--- src/design/ser_cfg_map.vh ---
/*
  Register map, field positions, reset values and timing counts of the
  serializer configuration register bank.
  Assumes a 10 MHz core clock; included by the design files by bare name.
*/
// Operation
// - Failsafe bit picks idle level of undriven inputs: 1 low, 0 high; resets 1.
// - While error-count-clear bit is 1, CRC error counters are held at zero.
// - Compat-source bit 1 takes compatibility from register, 0 from mode pin.
// - Under register control, compatibility bit 1 enables legacy mode; default 0.
// - Range-source bit 1 takes pixel-clock range from register, 0 from mode pin.
// - Under register control, low-frequency bit 1 selects 5 to 15 MHz range.
// - Two-bit field delays SDA after SCL: 240, 280, 320, 360 ns.
// - Local-write-disable rejects register writes from the remote I2C master.
// - Local-write-disable leaves remote accesses to other local slaves untouched.
// - Watchdog expires after about 50 ms with speed-up, else about 1 s.
// - A control bit turns the watchdog off; no idle or hang detection then.
// - SDA high and idle for the timeout marks the bus free.
// - SDA low and idle until expiry makes the device drive 9 SCL pulses.
// - Error status flag clears on link loss or while error-count-clear is set.
// - CRC error count is 16 bits, read as low and high bytes.
`ifndef SER_CFG_MAP_VH
`define SER_CFG_MAP_VH
`define CFG_OFS 8'h04
`define I2C_OFS 8'h05
`define CRC_LO_OFS 8'h0a
`define CRC_HI_OFS 8'h0b
`define STAT_OFS 8'h0c
`define CFG_RST 8'h80
`define I2C_RST 8'h00
`define CFG_MASK 8'haf
`define I2C_MASK 8'h1f
`define B_FAILSAFE 7
`define B_CRC_CLR 5
`define B_COMPAT_SRC 3
`define B_COMPAT 2
`define B_LFREQ_SRC 1
`define B_LFREQ 0
`define B_LWD 2
`define B_WD_FAST 1
`define B_WD_OFF 0
`define STAT_ERR_BIT 1
`define CLK_NS 100
`define SYNC_CYC 2
`define SDA_DLY_BASE_NS 240
`define SDA_DLY_STEP_NS 40
`define WD_FAST_MS 50
`define WD_SLOW_MS 1000
`define NS_PER_MS 1000000
`define RECOV_PULSES 9
`define RECOV_HALF_NS 5000
`endif

--- src/design/i2c_bus_watchdog.v ---
/*
  I2C bus watchdog: marks the bus free after a quiet high SDA and clears
  a hung bus with clock pulses on SCL.
  Assumes synchronised bus levels and an activity pulse from the same clock.
*/
`timescale 1ns/10ps
`include "ser_cfg_map.vh"
module i2c_bus_watchdog #(
  parameter [31:0] FAST_CYC = 32'd500000,
  parameter [31:0] SLOW_CYC = 32'd10000000,
  parameter [31:0] HALF_CYC = 32'd50
)(
  input wire clk,
  input wire rst_n,
  input wire activity,
  input wire sda_lvl,
  input wire wd_off,
  input wire speedup,
  output reg bus_free,
  output reg scl_pull
);
  localparam W_MON = 3'b001;
  localparam W_PULL = 3'b010;
  localparam W_REL = 3'b100;
  reg [2:0] st_r;
  reg [23:0] idle_r;
  reg [15:0] half_r;
  reg [3:0] pulse_r;
  wire [23:0] lim;
  wire half_done;
  assign lim = speedup ? FAST_CYC[23:0] : SLOW_CYC[23:0];
  assign half_done = (half_r == HALF_CYC[15:0] - 16'h0001);

  always @(posedge clk or negedge rst_n)
  begin
    if (!rst_n)
    begin
      st_r <= W_MON;
      idle_r <= 24'h000000;
      half_r <= 16'h0000;
      pulse_r <= 4'h0;
      bus_free <= 1'b0;
      scl_pull <= 1'b0;
    end
    else if (wd_off)
    begin
      st_r <= W_MON;
      idle_r <= 24'h000000;
      bus_free <= 1'b0;
      scl_pull <= 1'b0;
    end
    else
    begin
      case (st_r)
        W_MON:
        begin
          if (activity)
          begin
            idle_r <= 24'h000000;
            bus_free <= 1'b0;
          end
          else if (idle_r >= lim - 24'h000001)
          begin
            if (sda_lvl)
              bus_free <= 1'b1;
            else
            begin
              st_r <= W_PULL;
              idle_r <= 24'h000000;
              half_r <= 16'h0000;
              pulse_r <= 4'h0;
              scl_pull <= 1'b1;
            end
          end
          else
            idle_r <= idle_r + 24'h000001;
        end
        W_PULL:
        begin
          half_r <= half_done ? 16'h0000 : half_r + 16'h0001;
          if (half_done)
          begin
            st_r <= W_REL;
            scl_pull <= 1'b0;
          end
        end
        W_REL:
        begin
          half_r <= half_done ? 16'h0000 : half_r + 16'h0001;
          if (half_done)
          begin
            if (pulse_r == `RECOV_PULSES - 1)
              st_r <= W_MON;
            else
            begin
              pulse_r <= pulse_r + 4'h1;
              st_r <= W_PULL;
              scl_pull <= 1'b1;
            end
          end
        end
        default:
          st_r <= W_MON;
      endcase
    end
  end
endmodule

--- src/design/ser_cfg_regs.v ---
/*
  Serializer configuration registers behind an I2C slave port: failsafe,
  legacy compatibility, pixel-clock range, SDA delay, remote write lock,
  CRC error counter and the bus watchdog.
  Assumes open-drain SCL and SDA resolved outside, and side signals for
  remote traffic, CRC errors and link loss from logic on REF_CLK_IN.
*/
`timescale 1ns/10ps
`include "ser_cfg_map.vh"
module ser_cfg_regs #(
  parameter [6:0] DEV_ADDR = 7'h2a,
  parameter [31:0] WD_FAST_CYC = `WD_FAST_MS * (`NS_PER_MS / `CLK_NS),
  parameter [31:0] WD_SLOW_CYC = `WD_SLOW_MS * (`NS_PER_MS / `CLK_NS),
  parameter [31:0] RECOV_HALF_CYC = `RECOV_HALF_NS / `CLK_NS
)(
  input wire REF_CLK_IN,
  input wire ARST_N_IN,
  input wire SCL_IN,
  output wire SCL_OUT,
  output wire SCL_OE_OUT,
  input wire SDA_IN,
  output wire SDA_OUT,
  output reg SDA_OE_OUT,
  input wire MODE_SEL_COMPAT_IN,
  input wire MODE_SEL_LFREQ_IN,
  input wire REMOTE_ACCESS_IN,
  input wire CRC_ERR_IN,
  input wire LINK_LOST_IN,
  output reg FAILSAFE_LOW_OUT,
  output reg LEGACY_LINK_COMPAT_OUT,
  output reg LOW_FREQ_RANGE_BIT_OUT,
  output reg CRC_ERR_FLAG_OUT,
  output wire BUS_FREE_OUT
);
  localparam ST_IDLE = 7'b0000001;
  localparam ST_ADDR = 7'b0000010;
  localparam ST_AACK = 7'b0000100;
  localparam ST_WR = 7'b0001000;
  localparam ST_WACK = 7'b0010000;
  localparam ST_RD = 7'b0100000;
  localparam ST_RACK = 7'b1000000;

  reg [1:0] rst_sync_r;
  wire rst_n;
  reg [2:0] scl_s_r;
  reg [2:0] sda_s_r;
  reg [1:0] msc_s_r;
  reg [1:0] msl_s_r;
  reg [6:0] st_r;
  reg [3:0] cnt_r;
  reg [7:0] sh_r;
  reg [7:0] ptr_r;
  reg rw_r;
  reg first_r;
  reg nak_r;
  reg want_r;
  reg [2:0] dly_r;
  reg [7:0] cfg_r;
  reg [7:0] i2c_r;
  reg [15:0] crc_cnt_r;
  wire scl_rise;
  wire scl_fall;
  wire start_det;
  wire stop_det;
  wire activity;
  wire [7:0] rd_val;
  wire [2:0] sda_dly;
  wire wd_pull;
  wire wr_ok;

  // Delay from the detected edge; the synchroniser already adds two cycles
  function [2:0] dly_cyc;
    input [1:0] code;
    integer t;
    begin
      t = (`SDA_DLY_BASE_NS + `SDA_DLY_STEP_NS * code + `CLK_NS - 1) / `CLK_NS - `SYNC_CYC;
      if (t < 1)
        t = 1;
      dly_cyc = t[2:0];
    end
  endfunction

  function [7:0] rd_mux;
    input [7:0] a;
    input [7:0] cfg;
    input [7:0] ctl;
    input [15:0] cnt;
    input err;
    begin
      case (a)
        `CFG_OFS: rd_mux = cfg;
        `I2C_OFS: rd_mux = ctl;
        `CRC_LO_OFS: rd_mux = cnt[7:0];
        `CRC_HI_OFS: rd_mux = cnt[15:8];
        `STAT_OFS: rd_mux = {6'h00, err, 1'b0};
        default: rd_mux = 8'h00;
      endcase
    end
  endfunction

  always @(posedge REF_CLK_IN or negedge ARST_N_IN)
  begin
    if (!ARST_N_IN)
      rst_sync_r <= 2'b00;
    else
      rst_sync_r <= {rst_sync_r[0], 1'b1};
  end
  assign rst_n = rst_sync_r[1];

  // Pins pass two flops; the third stage only feeds edge detection
  always @(posedge REF_CLK_IN or negedge rst_n)
  begin
    if (!rst_n)
    begin
      scl_s_r <= 3'b111;
      sda_s_r <= 3'b111;
      msc_s_r <= 2'b00;
      msl_s_r <= 2'b00;
    end
    else
    begin
      scl_s_r <= {scl_s_r[1:0], SCL_IN};
      sda_s_r <= {sda_s_r[1:0], SDA_IN};
      msc_s_r <= {msc_s_r[0], MODE_SEL_COMPAT_IN};
      msl_s_r <= {msl_s_r[0], MODE_SEL_LFREQ_IN};
    end
  end

  assign scl_rise = scl_s_r[1] & ~scl_s_r[2];
  assign scl_fall = ~scl_s_r[1] & scl_s_r[2];
  assign start_det = scl_s_r[1] & scl_s_r[2] & sda_s_r[2] & ~sda_s_r[1];
  assign stop_det = scl_s_r[1] & scl_s_r[2] & ~sda_s_r[2] & sda_s_r[1];
  assign activity = (scl_s_r[1] ^ scl_s_r[2]) | (sda_s_r[1] ^ sda_s_r[2]);
  assign rd_val = rd_mux(ptr_r, cfg_r, i2c_r, crc_cnt_r, CRC_ERR_FLAG_OUT);
  assign sda_dly = dly_cyc(i2c_r[4:3]);
  assign wr_ok = ~(REMOTE_ACCESS_IN & i2c_r[`B_LWD]);

  // Slave protocol; SDA changes are queued and released after the delay, but start and stop release SDA at once
  always @(posedge REF_CLK_IN or negedge rst_n)
  begin
    if (!rst_n)
    begin
      st_r <= ST_IDLE;
      cnt_r <= 4'h0;
      sh_r <= 8'h00;
      ptr_r <= 8'h00;
      rw_r <= 1'b0;
      first_r <= 1'b0;
      nak_r <= 1'b0;
      want_r <= 1'b0;
      dly_r <= 3'h0;
      SDA_OE_OUT <= 1'b0;
      cfg_r <= `CFG_RST;
      i2c_r <= `I2C_RST;
    end
    else
    begin
      if (dly_r != 3'h0)
      begin
        dly_r <= dly_r - 3'h1;
        if (dly_r == 3'h1)
          SDA_OE_OUT <= want_r;
      end
      if (start_det)
      begin
        st_r <= ST_ADDR;
        cnt_r <= 4'h0;
        want_r <= 1'b0;
        dly_r <= 3'h0;
        SDA_OE_OUT <= 1'b0;
      end
      else if (stop_det)
      begin
        st_r <= ST_IDLE;
        want_r <= 1'b0;
        dly_r <= 3'h0;
        SDA_OE_OUT <= 1'b0;
      end
      else
      begin
        case (st_r)
          ST_IDLE:
            st_r <= ST_IDLE;
          ST_ADDR, ST_WR:
          begin
            if (scl_rise)
            begin
              sh_r <= {sh_r[6:0], sda_s_r[1]};
              cnt_r <= cnt_r + 4'h1;
            end
            else if (scl_fall && cnt_r == 4'h8)
            begin
              if (st_r == ST_WR)
              begin
                st_r <= ST_WACK;
                want_r <= 1'b1;
                dly_r <= sda_dly;
                first_r <= 1'b0;
                if (first_r)
                  ptr_r <= sh_r;
                else
                begin
                  ptr_r <= ptr_r + 8'h01;
                  if (wr_ok && ptr_r == `CFG_OFS)
                    cfg_r <= sh_r & `CFG_MASK;
                  if (wr_ok && ptr_r == `I2C_OFS)
                    i2c_r <= sh_r & `I2C_MASK;
                end
              end
              else if (sh_r[7:1] == DEV_ADDR)
              begin
                st_r <= ST_AACK;
                rw_r <= sh_r[0];
                want_r <= 1'b1;
                dly_r <= sda_dly;
              end
              else
                st_r <= ST_IDLE;
            end
          end
          ST_AACK, ST_WACK:
          begin
            if (scl_fall)
            begin
              cnt_r <= 4'h0;
              dly_r <= sda_dly;
              if (st_r == ST_AACK && rw_r)
              begin
                st_r <= ST_RD;
                want_r <= ~rd_val[7];
                sh_r <= {rd_val[6:0], 1'b0};
              end
              else
              begin
                st_r <= ST_WR;
                want_r <= 1'b0;
                if (st_r == ST_AACK)
                  first_r <= 1'b1;
              end
            end
          end
          ST_RD:
          begin
            if (scl_rise)
              cnt_r <= cnt_r + 4'h1;
            else if (scl_fall)
            begin
              dly_r <= sda_dly;
              if (cnt_r == 4'h8)
              begin
                st_r <= ST_RACK;
                want_r <= 1'b0;
                ptr_r <= ptr_r + 8'h01;
              end
              else
              begin
                want_r <= ~sh_r[7];
                sh_r <= {sh_r[6:0], 1'b0};
              end
            end
          end
          ST_RACK:
          begin
            if (scl_rise)
              nak_r <= sda_s_r[1];
            else if (scl_fall)
            begin
              cnt_r <= 4'h0;
              if (nak_r)
                st_r <= ST_IDLE;
              else
              begin
                st_r <= ST_RD;
                want_r <= ~rd_val[7];
                dly_r <= sda_dly;
                sh_r <= {rd_val[6:0], 1'b0};
              end
            end
          end
          default:
            st_r <= ST_IDLE;
        endcase
      end
    end
  end

  // Error counter and flag; the clear bit is a level, so it outranks errors
  always @(posedge REF_CLK_IN or negedge rst_n)
  begin
    if (!rst_n)
    begin
      crc_cnt_r <= 16'h0000;
      CRC_ERR_FLAG_OUT <= 1'b0;
    end
    else if (cfg_r[`B_CRC_CLR])
    begin
      crc_cnt_r <= 16'h0000;
      CRC_ERR_FLAG_OUT <= 1'b0;
    end
    else if (CRC_ERR_IN)
    begin
      // Saturates rather than wrapping to a misleading small count
      if (crc_cnt_r != 16'hffff)
        crc_cnt_r <= crc_cnt_r + 16'h0001;
      CRC_ERR_FLAG_OUT <= 1'b1;
    end
    else if (LINK_LOST_IN)
      CRC_ERR_FLAG_OUT <= 1'b0;
  end

  always @(posedge REF_CLK_IN or negedge rst_n)
  begin
    if (!rst_n)
    begin
      FAILSAFE_LOW_OUT <= 1'b1;
      LEGACY_LINK_COMPAT_OUT <= 1'b0;
      LOW_FREQ_RANGE_BIT_OUT <= 1'b0;
    end
    else
    begin
      FAILSAFE_LOW_OUT <= cfg_r[`B_FAILSAFE];
      LEGACY_LINK_COMPAT_OUT <= cfg_r[`B_COMPAT_SRC] ? cfg_r[`B_COMPAT] : msc_s_r[1];
      LOW_FREQ_RANGE_BIT_OUT <= cfg_r[`B_LFREQ_SRC] ? cfg_r[`B_LFREQ] : msl_s_r[1];
    end
  end

  i2c_bus_watchdog #(
    .FAST_CYC(WD_FAST_CYC),
    .SLOW_CYC(WD_SLOW_CYC),
    .HALF_CYC(RECOV_HALF_CYC)
  ) u_wd (
    .clk(REF_CLK_IN),
    .rst_n(rst_n),
    .activity(activity),
    .sda_lvl(sda_s_r[1]),
    .wd_off(i2c_r[`B_WD_OFF]),
    .speedup(i2c_r[`B_WD_FAST]),
    .bus_free(BUS_FREE_OUT),
    .scl_pull(wd_pull)
  );

  // Open drain: only ever pull low
  assign SCL_OUT = 1'b0;
  assign SCL_OE_OUT = wd_pull;
  assign SDA_OUT = 1'b0;
endmodule

--- config.mk ---
export PLATFORM = sky130hd
export DESIGN_NAME = ser_cfg_regs
export DESIGN_NICKNAME = d
export VERILOG_FILES = /design/src/design/i2c_bus_watchdog.v /design/src/design/ser_cfg_regs.v
export VERILOG_INCLUDE_DIRS = /design/src /design/src/design
export SDC_FILE = /design/constraint.sdc
export NUM_CORES = 1
export LEC_CHECK = 0
export ABC_AREA = 0
export BUFFER_PORTS_ARGS = -buffer_cell sky130_fd_sc_hd__buf_2
export CORE_ASPECT_RATIO = 1.1
export CORE_MARGIN = 3
export CORE_UTILIZATION = 50
export DETAILED_ROUTE_END_ITERATION = 8
export PLACE_DENSITY = 0.67
export SYNTH_ARGS = -nofsm -noshare
export SYNTH_HDL_FRONTEND = slang
export SYNTH_SLANG_ARGS = --single-unit
--- constraint.sdc ---
create_clock -name REF_CLK_IN -period 4.5 [get_ports REF_CLK_IN]
set_clock_uncertainty 0.15 [all_clocks]
set_input_delay 0.9 -clock REF_CLK_IN [delete_from_list [all_inputs] [get_ports REF_CLK_IN]]
set_output_delay 0.9 -clock REF_CLK_IN [all_outputs]
set_load 0.1 [all_outputs]
==> metrics.yaml, run 1 <==
status: "completed"
initial_core_util_pct: 52.1
drt_iter0_drc: 532
clock_latency_ps: 430
max_slew_margin_pct: 32.3
max_freq_ghz: 0.280
setup_viol: 0
cts_tree: "done"
synth-edff-count: 0
routed_wirelength_mm: 19.1
dieArea_um2: 17600
grtUsageMet3_pct: 4.66
path_clk_slew_ps: 60
synthFlopType: "dfrtp_1"
syn_area_per_cell_um2: 9.34
grt_max_degree: 62
path_class: "flop to flop"
grt_first_pass_wirelength_mm: 32.7
worst_ep_arrival_time_ps: 3760
clk_path_buf_depth: 2
drc: 0
switching_power_mw: 0.751
comb_power_share_pct: 8.0
ys_ff_latch: 127
clkPwrFrac_pct: 49.6
finalPower_mw: 2.98
crit_path_end_kind: "flop"
die_h_um: 139
seqPwrFrac_pct: 42.4
dp.cells: 1040
critPathLaunchType: "flop"
finalInstanceArea_um2: 8880
hold_buffers: 0
syn_area_um2: 8030
fin_cells: 1072
drive_gt1_share_pct: 12.2
power_density_nw_per_um2: 335
syn_inst: 860
cellInternalPower_mw: 2.23
grtUsageMet2_pct: 36.9
synth-async-reset-ratio_pct: 100
area_delta_synth_final_pct: 10.5
vias_per_cell: 6.35
row_count: 47
antenna_cells: 0
cp_max_fo: 13
swShare_pct: 25.2
ys_warn_count: 0
fin_crit_ps: 3570
grt.busiest_layer: "met2"
nNetsFinal: 915
firstDrtPassIters: 5
ant_nets: 0
htreeDepth: 4
rsz0062_at_grt: "false"
cts_made_buffers: 17
synth_largest_area_cell: "dfrtp_1"
ioPinCount: 18
grt-ovfl-total: 0
ir_drop_mv: 0.259
finalHoldViolCount: 0
fin_tns_setup_ps: 0
die_width_um: 127
ctsResizeCount: 0
synth_top_area_share_pct: 36.4
required_ps: 4680
yosysUniqueCellTypes: 75
dp_hpwl_mm: 13.5
clockRootBuffer: "clkbuf_16"
core_area_um2: 15400
tightestPinTransition_ps: 1020
grt_pass1_vias: 6677
leakagePower_nw: 3.88
dpl_cell_area_um2: 8240
cts_setup_buffers: 0
wl_per_cell_um: 17.8
slew_viol_final: 0
post-route-period-util_pct: 79.4
antenna_found_initial: 0
grt_util_met1_pct: 29.0
drv_cap: 0
yosysSeqAreaShare_pct: 39.7
clock_sinks: 127
grt_usage_pct: 22.4
routabilityCongestion: 0.908
dr_total_vias: 6812
portBuffers: 15
synth_area_leaders: "dfrtp_1 36%, ha_1 6.7%, dfstp_2 3.3%, nor2_1 3.2%, a21oi_1 2.9%"
hp-class: "primary input to asynchronous set/reset pin"
[kinds of logic after synthesis]
group	Yosys count	share of synthesized area [%]
adders and majority gates	43	6.70
DFF	127	39.7
AOI/OAI and AO/OA	224	19.2
xor gates and xnor gates	19	2.07
muxes	47	6.71
other	2	0.0935
buffers and inverters	73	3.61
and+or+nand+nor	325	21.9
[per-stage QoR]
step	setup WS (ps)	util (%)	hold slack [ps]
2_1_floorplan	567	-	181
4_1_cts	995	57.6	77.1
5_1_grt	563	57.6	75.3
3_5_place_dp	1010	53.5	120
3_3_place_gp	1170	53.5	110
6_report	927	57.6	92.6
[worst paths after layout]
kind | start | cells after the start | to | slack (ps)
min reg2reg | rst_sync_r[1]$_DFF_PN0_ | 0 | msl_s_r[0]$_DFF_PN0_ | 100
min in group REF_CLK_IN | rst_sync_r[0]$_DFF_PN0_ | 0 | rst_sync_r[1]$_DFF_PN0_ | 200
max reg2reg | i2c_r[1]$_DFFE_PN0P_ | 8 | u_wd.half_r[11]$_DFFE_PN0P_ | 930
max in group asynchronous | rst_sync_r[1]$_DFF_PN0_ | 1 | dly_r[0]$_DFF_PN0_ | 2970
min | ARST_N_IN | 1 | rst_sync_r[0]$_DFF_PN0_ | 90
max | i2c_r[1]$_DFFE_PN0P_ | 8 | u_wd.half_r[11]$_DFFE_PN0P_ | 930
[power groups by stage]
stage | registers [mW] | logic [mW] | clock network [mW]
5_1_grt | 1.27 | 0.272 | 1.56
4_1_cts | 1.26 | 0.244 | 1.50
6_report | 1.26 | 0.239 | 1.48
3_5_place_dp | 1.28 | 0.242 | 0
2_1_floorplan | 1.29 | 0.179 | 0
3_3_place_gp | 1.28 | 0.231 | 0
[sequential cells by signal, summed over array words and instances (netlist names), 2 cells and up]
name / cells
cfg_r: 6
cnt_r: 4
crc_cnt_r: 16
dly_r: 3
i2c_r: 5
msc_s_r: 2
msl_s_r: 2
ptr_r: 8
rst_sync_r: 2
scl_s_r: 3
sda_s_r: 3
sh_r: 8
st_r: 7
u_wd.half_r: 16
u_wd.idle_r: 24
u_wd.pulse_r: 4
u_wd.st_r: 3
[synth_stat cells, drive strengths merged, types with 4 or more instances]
cell,n
dfstp,10
mux2i,22
a211oi,8
nand4,20
o211ai,10
xor2,11
or3,16
o31ai,9
nor2b,18
o21ai,47
nor3,22
or4,11
a22o,20
nand2,61
nand2b,5
nor3b,6
a31oi,15
and4,9
o22ai,6
and3,17
a21o,6
dfrtp,117
xnor2,8
o21a,4
a21oi,47
mux2,25
clkbuf,31
nor4,14
a32oi,11
nand3,37
buf,6
inv,35
ha,43
nor4b,6
o2bb2ai,16
nor2,68
[cells in the final DEF (no fill, tap or decap), types with 4 or more instances in the layout]
master	instances
a22o_1	20
nor2_1	68
dfstp_2	10
o211ai_1	10
ha_1	43
xnor2_1	8
clkbuf_16	17
and3_1	17
nor2b_1	18
o31ai_1	9
a21o_1	6
buf_4	5
o2bb2ai_1	16
or3_1	16
mux2_2	15
nand3_1	37
mux2i_1	22
mux2_4	10
and4_1	9
or4_1	9
dfrtp_1	116
nor3_1	22
nand2b_1	5
nand2_1	59
o21a_1	4
o21ai_0	46
nor4_1	13
a211oi_1	7
a31oi_1	15
buf_2	15
a21oi_1	46
nor4b_1	6
xor2_1	11
nor3b_1	5
inv_1	35
o22ai_1	6
bufinv_16	4
inv_6	4
a32oi_1	11
nand4_1	20
[layer usage]
| layer | share of wire [%] | vias up |
|---|---|---|
| met1 | 43 | 3297 |
| met5 | 0 | - |
| met4 | 2.6 | 0 |
| met2 | 49 | 232 |
| li1 | - | 3234 |
| met3 | 5.4 | 49 |
[cell type report]
type,instances,area (um2)
Fill cell,1370,6530
Multi-Input combinational cell,661,4560
Sequential cell,127,3190
Clock buffer,17,425
Tap cell,196,245
Clock inverter,15,209
Inverter,36,135
Timing Repair Buffer,20,113
[critical path, cell delays in order, from the launching register on]
cell and delay (ps):
dfrtp_1 600, inv_1 200, ha_1 350, a211oi_1 250
nor3b_1 90, nor3_1 470, a21oi_1 330, o21ai_1 840
o2bb2ai_1 190
Power figures use the tool's default switching activity.
==> inputs of run 2 (changes only) <==
--- a/config.mk
+++ b/config.mk
@@ -6,7 +6,7 @@
 export SDC_FILE = /design/constraint.sdc
 export NUM_CORES = 1
 export LEC_CHECK = 0
-export ABC_AREA = 0
+export ABC_AREA = 1
 export BUFFER_PORTS_ARGS = -buffer_cell sky130_fd_sc_hd__buf_2
 export CORE_ASPECT_RATIO = 1.1
 export CORE_MARGIN = 3
==> constraint.sdc (replaced) <==
create_clock -name REF_CLK_IN -period 3.3 [get_ports REF_CLK_IN]
set_clock_uncertainty 0.15 [all_clocks]
set_input_delay 0.66 -clock REF_CLK_IN [delete_from_list [all_inputs] [get_ports REF_CLK_IN]]
set_output_delay 0.66 -clock REF_CLK_IN [all_outputs]
set_load 0.1 [all_outputs]
==> run 2 against run 1 <==
Against the previous run: global-route usage up 0.35 points; critical path depth increased by 8; hold slack better by 82 ps; largest cell class unchanged; final cell count up 32%.
==> metrics.yaml, run 2 <==
finalPower_mw: 4.33
required_ps: 3450
yosys-top-cells-count: "306 x nand2_1, 135 x inv_1, 127 x nor2_1, 117 x dfrtp_1, 102 x nand3_1"
synth-async-reset-ratio_pct: 100
worst_ep_arrival_time_ps: 3030
vias_per_cell: 5.38
die_h_um: 143
nNetsFinal: 1251
syn_area_um2: 8560
row_count: 49
portBuffers: 15
grt_max_degree: 63
core_area_um2: 16600
max_freq_ghz: 0.348
finalInstanceArea_um2: 9510
grt-ovfl-total: 0
drv_cap: 0
crit_family: "adder cells"
top_register: "u_wd.idle_r"
grt_first_pass_wirelength_mm: 34.7
drive_gt1_share_pct: 8.17
cp_common_cell: "nand2_1"
die_width_um: 131
fin_ws_ps: 425
yosysUniqueCellTypes: 47
dp_hpwl_mm: 14.3
grt_usage_pct: 22.8
synth_largest_area_cell: "dfrtp_1"
dpl_cell_area_um2: 8840
cts_made_buffers: 17
path_clk_slew_ps: 60
routed_wirelength_mm: 19.7
crit_path_end_kind: "flop"
area_delta_synth_final_pct: 11.1
path_class: "flop to flop"
initial_core_util_pct: 51.7
syn_inst: 1180
fin_crit_ps: 2870
drt_iter0_drc: 620
ir_drop_mv: 0.365
largest_reg_flops: 24
mostFrequentLayoutCell: "nand2_1"
final_cell_mix: "306 x nand2_1, 135 x inv_1, 127 x nor2_1"
ys_warn_count: 0
htreeDepth: 4
ctsResizeCount: 0
routabilityCongestion: 0.934
ioPinCount: 18
hp-class: "flop to asynchronous set/reset pin"
firstDrtPassIters: 5
fin_cells: 1416
power_density_nw_per_um2: 455
post-route-period-util_pct: 87.1
multi_input_area_um2: 4700
clock_sinks: 127
slowest_delay_ps: 510
dp_slack_ps: 479
synth_area_leaders: "dfrtp_1 34%, nand2_1 13%, ha_1 6.3%, nand3_1 6.0%, inv_1 5.9%"
dr_total_vias: 7616
rsz0062_at_grt: "false"
critPathLaunchType: "flop"
slew_viol_final: 0
cts_setup_buffers: 0
finalHoldViolCount: 0
status: "completed"
cp_max_fo: 9
synthMostInstantiatedCell: "nand2_1"
antenna_found_initial: 0
max_slew_margin_pct: 47.1
dieArea_um2: 18700
cp_num_buf_inv: 2
synthFlopType: "dfrtp_1"
slowest_stage: "dfrtp_1"
setup_viol: 0
leakagePower_nw: 4.52
synth-edff-count: 0
syn_area_per_cell_um2: 7.26
clock_latency_ps: 420
wl_per_cell_um: 13.9
num-fill-cells: 1572
dp.cells: 1383
cts_tree: "done"
antenna_cells: 0
ys_ff_latch: 127
clockRootBuffer: "clkbuf_16"
fin_tns_setup_ps: 0
synth_top_area_share_pct: 34.2
drc: 0
top_regs: "u_wd.idle_r x24, crc_cnt_r x16, u_wd.half_r x16"
yosysSeqAreaShare_pct: 37.3
tightestPinTransition_ps: 788
clk_path_buf_depth: 2
seq_area_um2: 3190
grt_pass1_vias: 7240
worstPathCellList: "inv_1 -> ha_1 -> nor2_1 -> nand2_1 -> ha_1 -> inv_1 -> nor2_1 -> nand2_1 -> nand2_1 -> ha_1 -> a21oi_1 -> nand4_1 -> nand2_1 -> nand3_1 -> nand2_1 -> a21oi_1"
ant_nets: 0
hold_buffers: 1
==> run 2: final timing paths <==
| kind | start | end | slack [ps] | cells after the start |
|---|---|---|---|---|
| max in group asynchronous | rst_sync_r[1]$_DFF_PN0_ | st_r[0]$_DFFE_PN1P_ | 2060 | 1 |
| min in group REF_CLK_IN | SDA_IN | sda_s_r[0]$_DFF_PN1_ | 180 | 1 |
| hold / removal | rst_sync_r[1]$_DFF_PN0_ | u_wd.half_r[11]$_DFFE_PN0P_ | 170 | 0 |
| setup reg to reg | i2c_r[4]$_DFFE_PN0P_ | dly_r[0]$_DFF_PN0_ | 430 | 16 |
| setup / recovery | i2c_r[4]$_DFFE_PN0P_ | dly_r[0]$_DFF_PN0_ | 430 | 16 |
| hold reg to reg | rst_sync_r[1]$_DFF_PN0_ | u_wd.half_r[11]$_DFFE_PN0P_ | 170 | 0 |
==> run 2: through the flow <==
| stage | hold slack (ps) | utilization, % |
|---|---|---|
| floorplan | 181 | - |
| global placement | 188 | 53.4 |
| detailed placement | 188 | 53.4 |
| CTS | 167 | 57.5 |
| global route | 176 | 57.5 |
| finish | 174 | 57.5 |
==> run 2: power breakdown <==
| part | switching (mW) | internal [mW] | total [mW] |
|---|---|---|---|
| sequential | 0.0838 | 1.66 | 1.74 |
| clock | 0.721 | 1.38 | 2.10 |
| combinational | 0.346 | 0.143 | 0.490 |
==> run 2: final cells by class <==
class	instances	area share, %
clock buffer	19	4.76
clock inverter	13	2.22
inverter	138	5.45
multi-input combinational	888	49.4
sequential	127	33.6
tap	204	2.68
timing repair buffer	27	1.89
==> run 2: cell families (layout without fill, tap and decap cells) <==
family	after synthesis	after routing	share of synthesized area, %
AND/OR/NAND/NOR	642	642	33.1
buffers and inverters	166	197	7.89
AO/OA/AOI/OAI	146	146	9.76
flip-flops	127	127	37.3
XOR/XNOR	49	49	5.01
adder cells (fa/ha/maj)	43	43	6.28
multiplexers	5	5	0.643
other	2	3	0.0877
==> run 2: routing by layer <==
metal | share of wire, % | track usage [%]
met1 | 47 | 31.7
met2 | 47 | 35.8
met3 | 3.3 | 3.78
met4 | 2.3 | 8.34
met5 | 0 | 0
==> inputs of run 3 (changes only) <==
--- a/config.mk
+++ b/config.mk
@@ -13,6 +13,8 @@
 export CORE_UTILIZATION = 50
 export DETAILED_ROUTE_END_ITERATION = 8
 export PLACE_DENSITY = 0.67
+export SETUP_SLACK_MARGIN = 0.3
 export SYNTH_ARGS = -nofsm -noshare
 export SYNTH_HDL_FRONTEND = slang
+export SYNTH_HIERARCHICAL = 1
 export SYNTH_SLANG_ARGS = --single-unit
==> run 3 against run 2 <==
Against the previous run: hold slack got worse by 80 ps; clock-buffer cell count increased by 1; sequential share of layout area decreased by 0.94 points; highest routed layer unchanged; critical endpoint is now dly_r[1]$_DFF_PN0_; global-route usage decreased by 0.64 points.
==> metrics.yaml, run 3 <==
status: "completed"
top_register: "u_wd/idle_r"
grt_first_pass_wirelength_mm: 35.9
leakagePower_nw: 4.83
worstPathCellList: "inv_4 -> ha_1 -> nor2_1 -> nand2_1 -> ha_1 -> nand2_1 -> nand4_1 -> inv_2 -> ha_1 -> nand2_1 -> o21ai_0 -> nand2_1 -> o211ai_1 -> nor2_1 -> o21ai_0 -> nand2_1 -> nor2_1"
portBuffers: 15
num-fill-cells: 1680
drive_gt1_share_pct: 10.4
ir_drop_mv: 0.357
grt-ovfl-total: 0
ys_ff_latch: 127
clk_path_buf_depth: 2
worst_ep_arrival_time_ps: 2920
synth_top_area_share_pct: 33.1
slowest_delay_ps: 440
dr_total_vias: 7922
path_class: "flop to flop"
yosys-top-cells-count: "367 x nand2_1, 162 x inv_1, 141 x nor2_1, 117 x dfrtp_1, 86 x nand3_1"
tightestPinTransition_ps: 696
seq_area_um2: 3200
initial_core_util_pct: 51.4
cp_num_buf_inv: 2
mostFrequentLayoutCell: "nand2_1"
hp-class: "flop to asynchronous set/reset pin"
routed_wirelength_mm: 20.3
max_slew_margin_pct: 53.6
synth-edff-count: 0
slowest_stage: "dfrtp_2"
ys_warn_count: 6
critPathLaunchType: "flop"
dp.cells: 1491
clock_sinks: 127
largest_reg_flops: 24
grt_max_degree: 99
grt_pass1_vias: 7589
drc: 0
cp_max_fo: 5
nNetsFinal: 1334
synth_largest_area_cell: "dfrtp_1"
ioPinCount: 18
power_density_nw_per_um2: 421
final_cell_mix: "367 x nand2_1, 159 x inv_1, 140 x nor2_1"
cts_tree: "done"
rsz0062_at_grt: "false"
required_ps: 3510
die_width_um: 133
dp_hpwl_mm: 14.8
multi_input_area_um2: 4840
crit_path_end_kind: "flop"
syn_inst: 1263
post-route-period-util_pct: 82.1
ant_nets: 0
dp_slack_ps: 366
wl_per_cell_um: 13.3
row_count: 50
clockRootBuffer: "clkbuf_16"
slew_viol_final: 0
crit_family: "simple AND/OR/NAND/NOR gates"
yosysSeqAreaShare_pct: 36.1
drv_cap: 0
cts_made_buffers: 17
finalPower_mw: 4.12
vias_per_cell: 5.18
r2r_slack_ps: 590
rr_endpoint: "dly_r[1]$_DFF_PN0_"
synth_area_leaders: "dfrtp_1 33%, nand2_1 16%, inv_1 6.9%, ha_1 6.1%, nor2_1 6.0%"
synthFlopType: "dfrtp_1"
rr_startpoint: "i2c_r[4]$_DFFE_PN0P_"
synth-async-reset-ratio_pct: 100
yosysUniqueCellTypes: 48
syn_area_um2: 8840
die_h_um: 145
finalHoldViolCount: 0
core_area_um2: 17200
reg2reg_depth: 17
antenna_found_initial: 0
setup_viol: 0
routabilityCongestion: 0.910
synthMostInstantiatedCell: "nand2_1"
clock_latency_ps: 430
dieArea_um2: 19300
area_delta_synth_final_pct: 10.7
cp_common_cell: "nand2_1"
fin_ws_ps: 590
grt_usage_pct: 22.1
fin_crit_ps: 2710
firstDrtPassIters: 7
fin_tns_setup_ps: 0
antenna_cells: 0
syn_area_per_cell_um2: 7.00
top_regs: "u_wd/idle_r x24, crc_cnt_r x16, u_wd/half_r x16"
htreeDepth: 4
fin_cells: 1529
path_clk_slew_ps: 60
max_freq_ghz: 0.369
drt_iter0_drc: 498
[run 3: changes by cell type after synthesis, moves of 9 or more]
cell and change:
inv_1 +27, nor2_1 +14, nand2_1 +61, o21ai_0 +13, nand4_1 +9, o21ai_1 -13, nand3_1 -16, o31ai_1 -9
nor3_1 -14, a22oi_1 -9
[run 3: worst max path at each step]
stage / from / to / slack [ps] / cells past startpoint
final: i2c_r[4]$_DFFE_PN0P_ / dly_r[1]$_DFF_PN0_ / 590 / 17
after global routing: i2c_r[4]$_DFFE_PN0P_ / dly_r[1]$_DFF_PN0_ / 280 / 17
after CTS: i2c_r[4]$_DFFE_PN0P_ / dly_r[1]$_DFF_PN0_ / 340 / 18
after detailed placement: i2c_r[4]$_DFFE_PN0P_ / dly_r[1]$_DFF_PN0_ / 370 / 18
after global placement: i2c_r[4]$_DFFE_PN0P_ / dly_r[1]$_DFF_PN0_ / 460 / 18
after floorplan: i2c_r[4]$_DFFE_PN0P_ / dly_r[0]$_DFF_PN0_ / 680 / 14
[run 3: timing repair]
action / in CTS / in global routing
gates resized for setup: 0 / 9
setup endpoints to repair: 0 / 2
endpoints found under the hold margin: 2 / 0
setup buffers: 0 / 5
hold buffers: 1 / 0
[run 3: cells by family after synthesis]
group / share of synthesized area [%]
xor gates and xnor gates: 4.06
and+or+nand+nor: 35.0
AOI/OAI and AO/OA: 9.18
DFF: 36.1
other: 0.0849
adders and majority gates: 6.08
muxes: 0.241
buffers and inverters: 9.30
[run 3: area by class of cell]
cell class                      count  share of cell area [%]
Multi-Input combinational cell    935                    49.4
Sequential cell                   127                    32.6
Clock buffer                       20                    4.66
Tap cell                          234                    2.99
Inverter                          172                    6.62
Timing Repair Buffer               29                    2.25
Clock inverter                     12                    1.41
[run 3: routing by layer]
layer / routed length [um] / track usage, % / vias up
li1: - / - / 4087
met1: 9850 / 30.9 / 3660
met2: 9340 / 35.0 / 146
met3: 762 / 4.01 / 29
met4: 392 / 6.91 / 0
met5: 0 / 0 / -
[run 3: report_power, final]
part           internal [mW]  switching [mW]  total [mW]
combinational          0.148           0.331       0.478
clock                   1.15           0.735        1.89
sequential              1.66          0.0987        1.76
total                   2.96            1.16        4.12
[run 3: stage by stage]
stage	cell area, um2	util (%)	hold WS, ps
CTS	9730	56.6	109
global route	9790	56.9	128
global placement	9130	53.1	107
detailed placement	9130	53.1	108
floorplan	8850	-	181
finish	9790	56.9	94.1
